===== config.mk =====
export PLATFORM = sky130hd
export DESIGN_NAME = pfri_input
export DESIGN_NICKNAME = d
export VERILOG_FILES = /design/src/pfri_pkg.sv /design/src/pfri_input.sv
export SDC_FILE = /design/constraint.sdc
export NUM_CORES = 1
export LEC_CHECK = 0
export ABC_AREA = 1
export BUFFER_PORTS_ARGS = -buffer_cell sky130_fd_sc_hd__buf_2
export CORE_ASPECT_RATIO = 2
export CORE_UTILIZATION = 50
export DETAILED_ROUTE_END_ITERATION = 12
export HOLD_SLACK_MARGIN = 0.1
export PLACE_DENSITY = 0.71
export SETUP_SLACK_MARGIN = 0.02
export SYNTH_ARGS = -nofsm -noshare
export SYNTH_HDL_FRONTEND = slang
export SYNTH_SLANG_ARGS = --single-unit

===== constraint.sdc =====
create_clock -name sys_clk_i -period 1.79 [get_ports sys_clk_i]
set_input_delay 0.2685 -clock sys_clk_i [delete_from_list [all_inputs] [get_ports sys_clk_i]]
set_output_delay 0.2685 -clock sys_clk_i [all_outputs]
set_load 0.01 [all_outputs]

===== src/pfri_pkg.sv =====
// Package of constants and types for the PWM fault/retrigger input block
package pfri_pkg;

  // Bus and channel widths
  localparam int NCH    = 2;
  localparam int ADDR_W = 3;
  localparam int DATA_W = 8;

  // Register offsets
  localparam logic [ADDR_W-1:0] OFS_CTRL_A   = 3'h0;
  localparam logic [ADDR_W-1:0] OFS_CTRL_B   = 3'h1;
  localparam logic [ADDR_W-1:0] OFS_RUN      = 3'h2;
  localparam logic [ADDR_W-1:0] OFS_IRQ_STAT = 3'h3;
  localparam logic [ADDR_W-1:0] OFS_IRQ_MASK = 3'h4;
  localparam logic [ADDR_W-1:0] OFS_STATUS   = 3'h5;

  // Field positions of input_channel_ctrl
  localparam int CTL_MODE_LSB = 0;
  localparam int CTL_MODE_W   = 4;
  localparam int CTL_POL_BIT  = 4;
  localparam int CTL_FLT_BIT  = 5;
  localparam int CTL_AOC_BIT  = 6;
  localparam int CTL_SRC_BIT  = 7;

  // Reset values
  localparam logic [DATA_W-1:0] CTRL_RST = 8'h00;
  localparam logic [1:0]        RUN_RST  = 2'h0;
  localparam logic [NCH-1:0]    MASK_RST = 2'h0;

  // Noise filter length in pwm_core_clock cycles
  localparam int       FILT_CYC  = 4;
  localparam logic [2:0] FILT_LAST = 3'(FILT_CYC - 1);

  // input_mode_sel codes handled here
  localparam logic [3:0] IM_NONE      = 4'h0;
  localparam logic [3:0] IM_STOP_WAIT = 4'h1;
  localparam logic [3:0] IM_STOP_EXEC = 4'h2;
  localparam logic [3:0] IM_STOP_RPT  = 4'h3;
  localparam logic [3:0] IM_RETRIG    = 4'h8;

  // Running modes
  localparam logic [1:0] RM_ONE    = 2'h0;
  localparam logic [1:0] RM_TWO    = 2'h1;
  localparam logic [1:0] RM_FOUR   = 2'h2;
  localparam logic [1:0] RM_CENTER = 2'h3;

  // Sub-cycle phase from the counter core
  localparam logic [1:0] PH_DT0 = 2'h0;
  localparam logic [1:0] PH_OT0 = 2'h1;
  localparam logic [1:0] PH_DT1 = 2'h2;
  localparam logic [1:0] PH_OT1 = 2'h3;

  typedef enum logic [1:0] {
    ST_IDLE = 2'b00,
    ST_WAIT = 2'b01,
    ST_OPP  = 2'b10,
    ST_HOLD = 2'b11
  } pfri_chst_e;

  typedef struct packed {
    logic [ADDR_W-1:0] addr;
    logic [DATA_W-1:0] wdata;
    logic              wr;
    logic              rd;
  } pfri_bus_req_s;

  typedef struct packed {
    logic [NCH-1:0] out_release;
    logic [NCH-1:0] sub_hold;
    logic [NCH-1:0] jump_opp;
    logic           cnt_clr;
  } pfri_core_ctl_s;

  typedef struct packed {
    logic [2:0] sync;
    logic       filt;
    logic [2:0] fcnt;
    logic       act_q;
    pfri_chst_e st;
    logic       release_q;
    logic       hold_q;
    logic       jump_q;
  } pfri_ch_s;

  typedef struct packed {
    pfri_ch_s [NCH-1:0]              ch;
    logic [NCH-1:0][DATA_W-1:0]      ctrl;
    logic [1:0]                      run;
    logic [1:0]                      phase_q;
    logic [NCH-1:0]                  irq_stat;
    logic [NCH-1:0]                  irq_mask;
    logic                            clr_q;
    logic [DATA_W-1:0]               rdata;
  } pfri_state_s;

  localparam pfri_state_s STATE_RST = '{
    ch:       '0,
    ctrl:     {CTRL_RST, CTRL_RST},
    run:      RUN_RST,
    phase_q:  PH_DT0,
    irq_stat: '0,
    irq_mask: MASK_RST,
    clr_q:    1'b0,
    rdata:    '0
  };

endpackage


===== src/pfri_input.sv =====
// Two-channel fault and retrigger input processing for the PWM controller
// Function
// RULE_01: Two channels A and B, each with its own control register.
// RULE_02: Centered running mode ignores retrigger events on both channels.
// RULE_03: Two/four-ramp retrigger ends own cycle, starts opposite cycle at once.
// RULE_04: One-ramp retrigger on either channel clears the PWM counter.
// RULE_05: Channel A releases first output; mode and source are selectable.
// RULE_06: Channel B releases second output; polarity, mode, source selectable.
// RULE_07: Filter-enable inserts a four-cycle noise filter, else bypassed.
// RULE_08: Async kill forces outputs off without clock; normal processing continues.
// RULE_09: Polarity set means rising/high active, clear means falling/low.
// RULE_10: Multi-ramp: A evaluated in DT0/OT0, B in DT1/OT1 only.
// RULE_11: One-ramp: both channels evaluated over the whole ramp.
// RULE_12: Four-bit mode field; 0 no effect, reserved codes not programmed.
// RULE_13: Mode 1 A: release first, wait inactive, then DT1 and OT1.
// RULE_14: Mode 1 B: release second, wait inactive, then DT0 and OT0.
// RULE_15: Mode 2 A: release first, full DT1+OT1, then wait inactive.
// RULE_16: Mode 2 B: release second, full DT0+OT0, then wait inactive.
// RULE_17: Mode 3 A: repeat DT1, OT1, DT0 while active; sub-cycles complete.
// RULE_18: Mode 3 B: repeat DT0, OT0, DT1 while active; sub-cycles complete.
// RULE_19: Reserved or external-block modes take no action on outputs.
`timescale 1ns/10ps
module pfri_input
  import pfri_pkg::*;
(
  // Clock and reset
  input  wire logic           sys_clk_i,
  input  wire logic           rstn_i,
  // Register port
  input  wire pfri_bus_req_s  bus_i,
  output logic [DATA_W-1:0]   rdata_o,
  // Fault and retrigger sources
  input  wire logic [NCH-1:0] ext_trigger_pin_i,
  input  wire logic [NCH-1:0] cmp_out_i,
  // Counter core
  input  wire logic [1:0]     phase_i,
  output pfri_core_ctl_s      core_ctl_o,
  output logic [NCH-1:0]      async_output_kill_o,
  // Interrupt
  output logic                irq_o
);

  pfri_state_s s;
  pfri_state_s next_s;

  logic [NCH-1:0] pol;
  logic [NCH-1:0] fen;
  logic [NCH-1:0] aoc;
  logic [NCH-1:0] src_raw;
  logic [NCH-1:0] agree;
  logic [NCH-1:0] cand;
  logic [NCH-1:0] act;
  logic [NCH-1:0] own;
  logic [NCH-1:0] win;
  logic [NCH-1:0] fault_ok;
  logic [NCH-1:0] retrig_ok;
  logic [NCH-1:0] edge_evt;
  logic [NCH-1:0] ot_entry;
  logic [NCH-1:0][3:0] mode;
  logic           one_ramp;
  logic           multi;

  // Phases belonging to a channel's own sub-cycle
  function automatic logic own_phase(input int ch, input logic [1:0] ph);
    if (ch == 0) begin
      return (ph == PH_DT0) || (ph == PH_OT0);
    end
    return (ph == PH_DT1) || (ph == PH_OT1);
  endfunction

  // Fault modes 1..3 only where the running mode supports them
  function automatic logic fault_allowed(input logic [3:0] m, input logic [1:0] rm);
    logic ml;
    ml = (rm == RM_TWO) || (rm == RM_FOUR);
    case (m)
      IM_STOP_WAIT: return rm != RM_CENTER;
      IM_STOP_EXEC,
      IM_STOP_RPT:  return ml;
      default:      return 1'b0; // RULE_19
    endcase
  endfunction

  assign one_ramp = (s.run == RM_ONE);                     // RULE_11
  assign multi    = (s.run == RM_TWO) || (s.run == RM_FOUR);

  genvar gi;
  generate
    for (gi = 0; gi < NCH; gi++) begin : g_ch
      assign mode[gi] = s.ctrl[gi][CTL_MODE_LSB +: CTL_MODE_W]; // RULE_01
      assign pol[gi]  = s.ctrl[gi][CTL_POL_BIT];
      assign fen[gi]  = s.ctrl[gi][CTL_FLT_BIT];
      assign aoc[gi]  = s.ctrl[gi][CTL_AOC_BIT];
      // Source select is quasi-static, so muxing before the synchroniser is safe
      assign src_raw[gi] = s.ctrl[gi][CTL_SRC_BIT] ? cmp_out_i[gi] : ext_trigger_pin_i[gi];
      // Emergency path: no clock needed, so it stays combinational
      assign async_output_kill_o[gi] = aoc[gi] & (src_raw[gi] == pol[gi]); // RULE_08
      assign agree[gi] = (s.ch[gi].sync[1] == s.ch[gi].sync[2]);
      assign cand[gi]  = agree[gi] & (s.ch[gi].sync[2] != s.ch[gi].filt);
      assign act[gi]   = (s.ch[gi].filt == pol[gi]);              // RULE_09
      assign own[gi]   = own_phase(gi, phase_i);
      assign win[gi]   = one_ramp | (multi & own[gi]);            // RULE_10
      assign fault_ok[gi]  = fault_allowed(mode[gi], s.run);      // RULE_12
      assign retrig_ok[gi] = (mode[gi] == IM_RETRIG) && (s.run != RM_CENTER); // RULE_02
      assign edge_evt[gi]  = act[gi] & ~s.ch[gi].act_q;
      assign ot_entry[gi]  = own_phase(gi, s.phase_q) && !own_phase(gi, phase_i) ? 1'b0 :
                             ((phase_i == (gi == 0 ? PH_OT0 : PH_OT1)) &&
                              (s.phase_q == (gi == 0 ? PH_DT0 : PH_DT1)));
    end
  endgenerate

  always_comb begin
    logic [NCH-1:0] fire;
    logic [NCH-1:0] evt;
    fire   = '0;
    evt    = '0;
    next_s = s;
    next_s.rdata   = '0;
    next_s.phase_q = phase_i;
    next_s.clr_q   = 1'b0;

    for (int i = 0; i < NCH; i++) begin
      // First stage only feeds the second
      next_s.ch[i].sync   = {s.ch[i].sync[1:0], src_raw[i]};
      next_s.ch[i].act_q  = act[i];
      next_s.ch[i].jump_q = 1'b0;

      // Filter trades latency for noise immunity; bypass for slow clocks
      if (fen[i]) begin
        if (cand[i]) begin
          if (s.ch[i].fcnt == FILT_LAST) begin
            next_s.ch[i].filt = s.ch[i].sync[2];                  // RULE_07
            next_s.ch[i].fcnt = '0;
          end else begin
            next_s.ch[i].fcnt = s.ch[i].fcnt + 3'h1;
          end
        end else begin
          next_s.ch[i].fcnt = '0;
        end
      end else begin
        next_s.ch[i].fcnt = '0;
        if (agree[i]) begin
          next_s.ch[i].filt = s.ch[i].sync[2];                    // RULE_07
        end
      end

      case (s.ch[i].st)
        ST_IDLE: begin
          if (fault_ok[i] && win[i] && act[i]) begin
            evt[i] = 1'b1;
            if (mode[i] == IM_STOP_WAIT) begin
              next_s.ch[i].st = ST_WAIT;                          // RULE_13 RULE_14
            end else begin
              fire[i] = 1'b1;                                     // RULE_15 RULE_16
              next_s.ch[i].st = ST_OPP;
            end
          end else if (retrig_ok[i] && win[i] && edge_evt[i]) begin
            evt[i]  = 1'b1;
            fire[i] = 1'b1;                                       // RULE_03 RULE_04
          end
        end
        ST_WAIT: begin
          if (!fault_ok[i]) begin
            next_s.ch[i].st = ST_IDLE;                            // RULE_19
          end else if (!act[i]) begin
            fire[i] = 1'b1;                                       // RULE_13 RULE_14
            next_s.ch[i].st = ST_IDLE;
          end
        end
        ST_OPP: begin
          if (!fault_ok[i]) begin
            next_s.ch[i].st = ST_IDLE;
          end else if (own[i] && !s.ch[i].jump_q) begin
            // Core moves one edge after the jump pulse, so skip that cycle
            // Opposite sub-cycle has fully run before own phases return
            if (!act[i]) begin
              next_s.ch[i].st = ST_IDLE;                          // RULE_15 RULE_16
            end else if (mode[i] == IM_STOP_EXEC) begin
              next_s.ch[i].st = ST_HOLD;                          // RULE_15 RULE_16
            end else if (ot_entry[i]) begin
              fire[i] = 1'b1;                                     // RULE_17 RULE_18
            end
          end
        end
        ST_HOLD: begin
          if (!fault_ok[i] || !act[i]) begin
            next_s.ch[i].st = ST_IDLE;
          end
        end
        default: begin
          next_s.ch[i].st = ST_IDLE;
        end
      endcase

      if (fire[i]) begin
        if (one_ramp) begin
          next_s.clr_q = 1'b1;                                    // RULE_04
        end else if (multi) begin
          next_s.ch[i].jump_q = 1'b1;                             // RULE_03
        end
      end
      // Release first/second output while the channel holds a fault
      next_s.ch[i].release_q = (next_s.ch[i].st != ST_IDLE);      // RULE_05 RULE_06
      next_s.ch[i].hold_q    = (next_s.ch[i].st == ST_WAIT) ||
                               (next_s.ch[i].st == ST_HOLD);
    end

    // Register writes
    if (bus_i.wr) begin
      case (bus_i.addr)
        OFS_CTRL_A:   next_s.ctrl[0]  = bus_i.wdata;
        OFS_CTRL_B:   next_s.ctrl[1]  = bus_i.wdata;
        OFS_RUN:      next_s.run      = bus_i.wdata[1:0];
        OFS_IRQ_MASK: next_s.irq_mask = bus_i.wdata[NCH-1:0];
        default:      next_s.run      = s.run;
      endcase
    end

    // Reads; a set in the clearing cycle survives
    next_s.irq_stat = s.irq_stat | evt;
    if (bus_i.rd) begin
      case (bus_i.addr)
        OFS_CTRL_A:   next_s.rdata = s.ctrl[0];
        OFS_CTRL_B:   next_s.rdata = s.ctrl[1];
        OFS_RUN:      next_s.rdata = {6'h00, s.run};
        OFS_IRQ_STAT: begin
          next_s.rdata    = {6'h00, s.irq_stat};
          next_s.irq_stat = evt;
        end
        OFS_IRQ_MASK: next_s.rdata = {6'h00, s.irq_mask};
        OFS_STATUS:   next_s.rdata = {2'h0, s.ch[1].hold_q, s.ch[0].hold_q,
                                      s.ch[1].release_q, s.ch[0].release_q, act};
        default:      next_s.rdata = '0;
      endcase
    end
  end

  always_ff @(posedge sys_clk_i) begin
    if (!rstn_i) begin
      s <= STATE_RST;
    end else begin
      s <= next_s;
    end
  end

  assign rdata_o = s.rdata;
  assign irq_o   = |(s.irq_stat & s.irq_mask);
  assign core_ctl_o.out_release = {s.ch[1].release_q, s.ch[0].release_q};
  assign core_ctl_o.sub_hold    = {s.ch[1].hold_q, s.ch[0].hold_q};
  assign core_ctl_o.jump_opp    = {s.ch[1].jump_q, s.ch[0].jump_q};
  assign core_ctl_o.cnt_clr     = s.clr_q;
endmodule


---- Yosys cells after proc, flatten, opt, wreduce, memory -nomap -nowiden ----
Cells that the tools add are included.
cells by class
  reductions and logical operators ........ 57
  muxes and demuxes ....................... 73
  eq/ne operators ......................... 46
  $add $sub $neg .......................... 2
  bitwise logic cells ..................... 19
operators by type and width
  operator                                                                  count
  8-bit case mux with 6 select lines                                        1
  1-bit 2-to-1 mux                                                          40
  2-bit 2-to-1 mux                                                          20
  2-bit equality test (second input constant)                               11
  4-bit by 2-bit equality test with 1-bit output (second input constant)    4
  1-bit logical AND                                                         16
  2-bit case mux with 4 select lines                                        2
  2-bit by 1-bit equality test with 1-bit output (second input constant)    7
  2-bit AND reduction                                                       7
  3-bit by 2-bit equality test with 1-bit output (second input constant)    4
  3-bit 2-to-1 mux                                                          4
  2-bit zero test                                                           5
  1-bit logical OR                                                          9
  1-bit AND                                                                 8
  4-bit by 1-bit equality test with 1-bit output (second input constant)    2
  4-bit equality test (second input constant)                               2
  1-bit zero test                                                           8
  4-bit 2-to-1 mux                                                          2
  2-bit by 1-bit inequality test with 1-bit output (second input constant)  4
  2-bit nonzero test                                                        4
  4-bit OR reduction                                                        2
  1-bit inverter                                                            7
  3-bit by 1-bit adder with 3-bit output (second input constant)            2
  1-bit equality test                                                       6
  12 further kinds                                                          20
storage, ports and cells
  bits of input ports ..................... 21
  logic and storage cells ................. 221
  output and inout bits ................... 18
  register bits ........................... 59

---- Logic depth before layout (Yosys ltp) ----
  depth after elaboration ................. 14
  mapped depth ............................ 12
  gate-level depth less buffers ........... 12

---- Worst setup path before layout ----
No wires, ideal clock.
  kind .................................... reg-to-reg
  start ................................... register s[15] (netlist bit)
  end ..................................... register s, in the netlist core_ctl_o[0]
  buffers on the path ..................... 0
  library setup time ...................... 110 ps
  cell stages (with the launch flop) ...... 13
  setup slack ............................. 269 ps
  clock period less this slack ............ 1521 ps
  data required time ...................... 1680 ps
  arrival time ............................ 1411 ps
  cells stage by stage .................... dfxtp_1 inv_1 ha_1 inv_1 nor2_1 o21ai_0 nor2_1 nand3_1 nand2_1 nand3_1 nand2_1 inv_1 nor2_2
on the way
  longest elaborated chain between the ends .. 12
  elaborated cells between the ends (all ways) .. 35
  those cells by class .................... eq/ne (3); mux (16); bitwise (4); reduce/logical (12)
ends and longest elaborated chain
  what                                                                                          line                                RTL
  start, declared                                                                               pfri_input.sv:43                    pfri_state_s s;
  start signal, assigned                                                                        pfri_input.sv:241                   s <= next_s;
  2-bit by 1-bit equality test with 1-bit output / 2-bit equality test (equally long branches)  pfri_input.sv:74, pfri_input.sv:84
  1-bit logical OR                                                                              pfri_input.sv:74, pfri_input.sv:84
  1-bit AND                                                                                     pfri_input.sv:101                   assign win[gi] = one_ramp | (multi & own[gi]);
  1-bit OR                                                                                      pfri_input.sv:101
  1-bit logical AND (2 in series)                                                               pfri_input.sv:156                   end else if (retrig_ok[i] && win[i] && edge_evt[i]) begin
  1-bit 2-to-1 mux                                                                              pfri_input.sv:156
  1-bit 2-to-1 mux                                                                              pfri_input.sv:148                   if (fault_ok[i] && win[i] && act[i]) begin
  1-bit case mux with 3 select lines                                                            pfri_input.sv:146                   case (s.ch[i].st)
  1-bit 2-to-1 mux                                                                              pfri_input.sv:194                   if (fire[i]) begin
  1-bit 2-to-1 mux                                                                              pfri_input.sv:195                   if (one_ramp) begin
  1-bit 2-to-1 mux (*)                                                                          pfri_input.sv:194
Every way passes the cells marked *; elsewhere a longest branch is shown, timed or not.
A chain may end at the register's enable or synchronous reset.

---- Worst setup path after layout ----
  start ................................... register s[24] (netlist bit)
  end ..................................... output async_output_kill_o[0]
on the way
  longest elaborated chain between the ends .. 3
ends and longest elaborated chain
  what                 line              RTL
  1-bit 2-to-1 mux     pfri_input.sv:94  assign src_raw[gi] = s.ctrl[gi][CTL_SRC_BIT] ? cmp_out_i[gi] : ext_trigger_pin_i[gi];
  1-bit equality test  pfri_input.sv:96  assign async_output_kill_o[gi] = aoc[gi] & (src_raw[gi] == pol[gi]);
  1-bit AND            pfri_input.sv:96
  end, declared        pfri_input.sv:38  output logic [NCH-1:0] async_output_kill_o,
Every way passes these cells.

==> metrics <==
top cell type's share of synthesized area about two fifths; Post-synth ARST share 0%; largest family of logic cells by synthesized area simple AND/OR/NAND/NOR gates; initial drt markers about 110; residual DRC count 0; syn avg cell area 7.12 µm²; Die Height 110 µm; setup slack at placement 89.0 ps; final setup margin 132 ps; Vias/cell 5.42; ANT cells 0; sequential power share between 30 and 40%; reg2reg path depth 12; largest net degree at the start of global routing 34; global-route wire length before repair around 12,000 µm; synthesized-area fraction occupied by adder cells 6.39%; XOR/XNOR share of the synthesized area less than 1%; Crit path arrival time about 1400 ps; Overflow after GRT 0; leak pwr between 0.0015 and 0.002 µW; max_cap viols 0; Clock Tree Root clkbuf_16; Tot Pwr 3580 µW; CTS Buf Count 9; vias in the first global route 2,669; Crit. End Element primary output; worst-skew pair later-pin latency ~330 ps; Simple-Gate Fraction of Synth Area a little under a quarter; final WL 7270 µm; DP HPWL 5400 µm; layout cell share with drive strength beyond 1 18.1%; period utilisation layout 92.6%; complex-gate fraction of the synthesized area 16.2%; Post-synth top flop dfxtp_1; f_max just over 600 MHz; port buffer count 38; slew margin rel. 68.6%; Post-Route Setup TNS 0 ps; synth cell count leaders inv_1, nand2_1, dfxtp_1; nets 483; Synth warnings 0; GRT Overall Usage 24.5%; antenna viol nets, final 0; Critical Path RT 1520 ps; Fin Clk Skew 4.53 ps; maximum VDD drop ~1 mV; FF+latch count, synth 58; FP Rows 39; hold path depth 3; Comb power frac between 10% and 20%; kind of critical path reg2out; Hold Crit Class in2reg; register area share after synthesis 39.5%; Worst-Margin Slew 471 ps; number of distinct library cells after synthesis 29; DIE AREA 6210 µm²; Starting Density 51.5%; Core Region roughly 5700 µm²; IO Count 39; H-tree levels 3; Pwr Density roughly 1000 nW/µm²; RSZ-0062 raised after global routing no; drt first pass iters 4; Fin. Hold Viols 0; crit start category register; top-count cell post-synth inv_1; Clock power frac 48.1%; status complete, no violations; CTS Sinks 58; max-slew violations 0; via count 2,779; Final Setup Violations 0; initial antenna violation count 0; Synth Instances 413; Synth Net Count 449; top cells by area, synth dfxtp_1, inv_1, nand2_1, o21ai_0, ha_1; synth-to-layout area growth 16.9%; post-synth top area cell dfxtp_1; NetSw 913 µW; cell internal pwr 2670 µW; Post-synth EDFFs 0; Net Sw Frac 25.5%; Bufs on Longest Clock Path 2; Worst-path clk slew 50 ps; Final min period 1660 ps; Syn Std Cell Area 2940 µm²; multiplexer share of the synthesized area 0%; TritonCTS clock tree built; Critical Path Fanout Max 3; GPL Wtd Cong between 0.8 and 0.9; Die X-Extent 56.2 µm; WL per Instance between 10 and 15 µm
-- cells by family (layout without fill, tap and decap cells) --
group | after synthesis | in the layout
AO/OA/AOI/OAI | 89 | 89
XOR/XNOR | 1 | 1
adder cells (fa/ha/maj) | 15 | 15
buffers and inverters | 92 | 131
flip-flops | 58 | 58
AND/OR/NAND/NOR | 158 | 158
-- routing by layer --
| layer | vias to the layer above | track usage [%] | share of wire [%] |
|---|---|---|---|
| met5 | - | 0 | 0 |
| met2 | 83 | 43.8 | 55 |
| met4 | 0 | 17.1 | 4.9 |
| met3 | 29 | 5.85 | 4.7 |
| met1 | 1281 | 23.7 | 35 |
| li1 | 1386 | - | - |
-- final cells by class --
| class | count | area, µm² |
|---|---|---|
| Timing Repair Buffer | 44 | 235 |
| Inverter | 71 | 267 |
| Clock buffer | 14 | 264 |
| Multi-Input combinational cell | 263 | 1400 |
| Clock inverter | 2 | 35.0 |
| Tap cell | 61 | 76.3 |
| Fill cell | 547 | 2270 |
| Sequential cell | 58 | 1160 |
-- timing repair --
item | CTS | global route
hold buffers | 0 | 0
resized for setup | 4 | 9
pin swaps | 0 | 3
buffers inserted | 0 | 5
endpoints found under the setup margin | 2 | 12
-- state kept, by name (all words and copies together), names as in the netlist --
register / flops
s: 26
pol: 2
next_s: 4
mode: 8
core_ctl_o: 6
rdata_o: 8
aoc: 2
fen: 2
-- through the flow --
stage	cell area (µm²)	cells	hold WS, ps	util [%]
after CTS	3370	508	149	59.1
after global placement	3070	492	407	53.8
after detailed placement	3070	492	408	53.8
after floorplan	2940	413	362	-
after global routing	3440	513	174	60.2
final	3440	513	144	60.2
-- cell usage in the layout, fill, tap and decap left out, types with 2 or more instances in the layout --
master,Yosys,final
nand4_1,5,5
o2111ai_1,2,2
ha_1,15,14
or2_4,1,2
clkbuf_16,0,9
inv_1,68,66
a31oi_1,4,4
clkbuf_1,3,3
nor2_1,41,41
o21ai_0,39,35
inv_2,3,5
or2_2,3,2
clkbuf_8,0,2
buf_4,17,6
o21ai_2,0,2
dfxtp_1,58,56
a21oi_1,32,32
nand3_1,29,28
buf_2,1,38
nor3_1,4,4
dfxtp_2,0,2
nand2_2,5,5
nor2_2,4,4
o22ai_1,8,8
o21ai_1,1,3
nand2_1,63,63
-- critical path, stage by stage, from the launching register on --
cell,delay [ps]
dfxtp_2,350
inv_2,40
or2_4,220
o21ai_2,70
inv_1,70
o21ai_1,120
a21oi_1,50
buf_2,140
-- power by group through the flow --
stage	Combinational (µW)	Clock, µW	Sequential, µW
final	436	1720	1420
after global routing	492	1800	1430
after CTS	420	1730	1420
after detailed placement	415	0	1440
after global placement	406	0	1440
after floorplan	316	0	1420
-- path summary, 6_finish.rpt --
check                          start                  endpoint  slack [ps]
hold / removal            phase_i[0]          s[13]$_SDFF_PN0_         140
setup reg to reg  s[15]$_SDFFE_PN0P_  core_ctl_o[0]$_SDFF_PN0_         160
setup / recovery  s[24]$_SDFFE_PN0P_    async_output_kill_o[0]         130
hold reg to reg     s[52]$_SDFF_PP0_          s[52]$_SDFF_PP0_         420
Power figures use the tool's default switching activity.
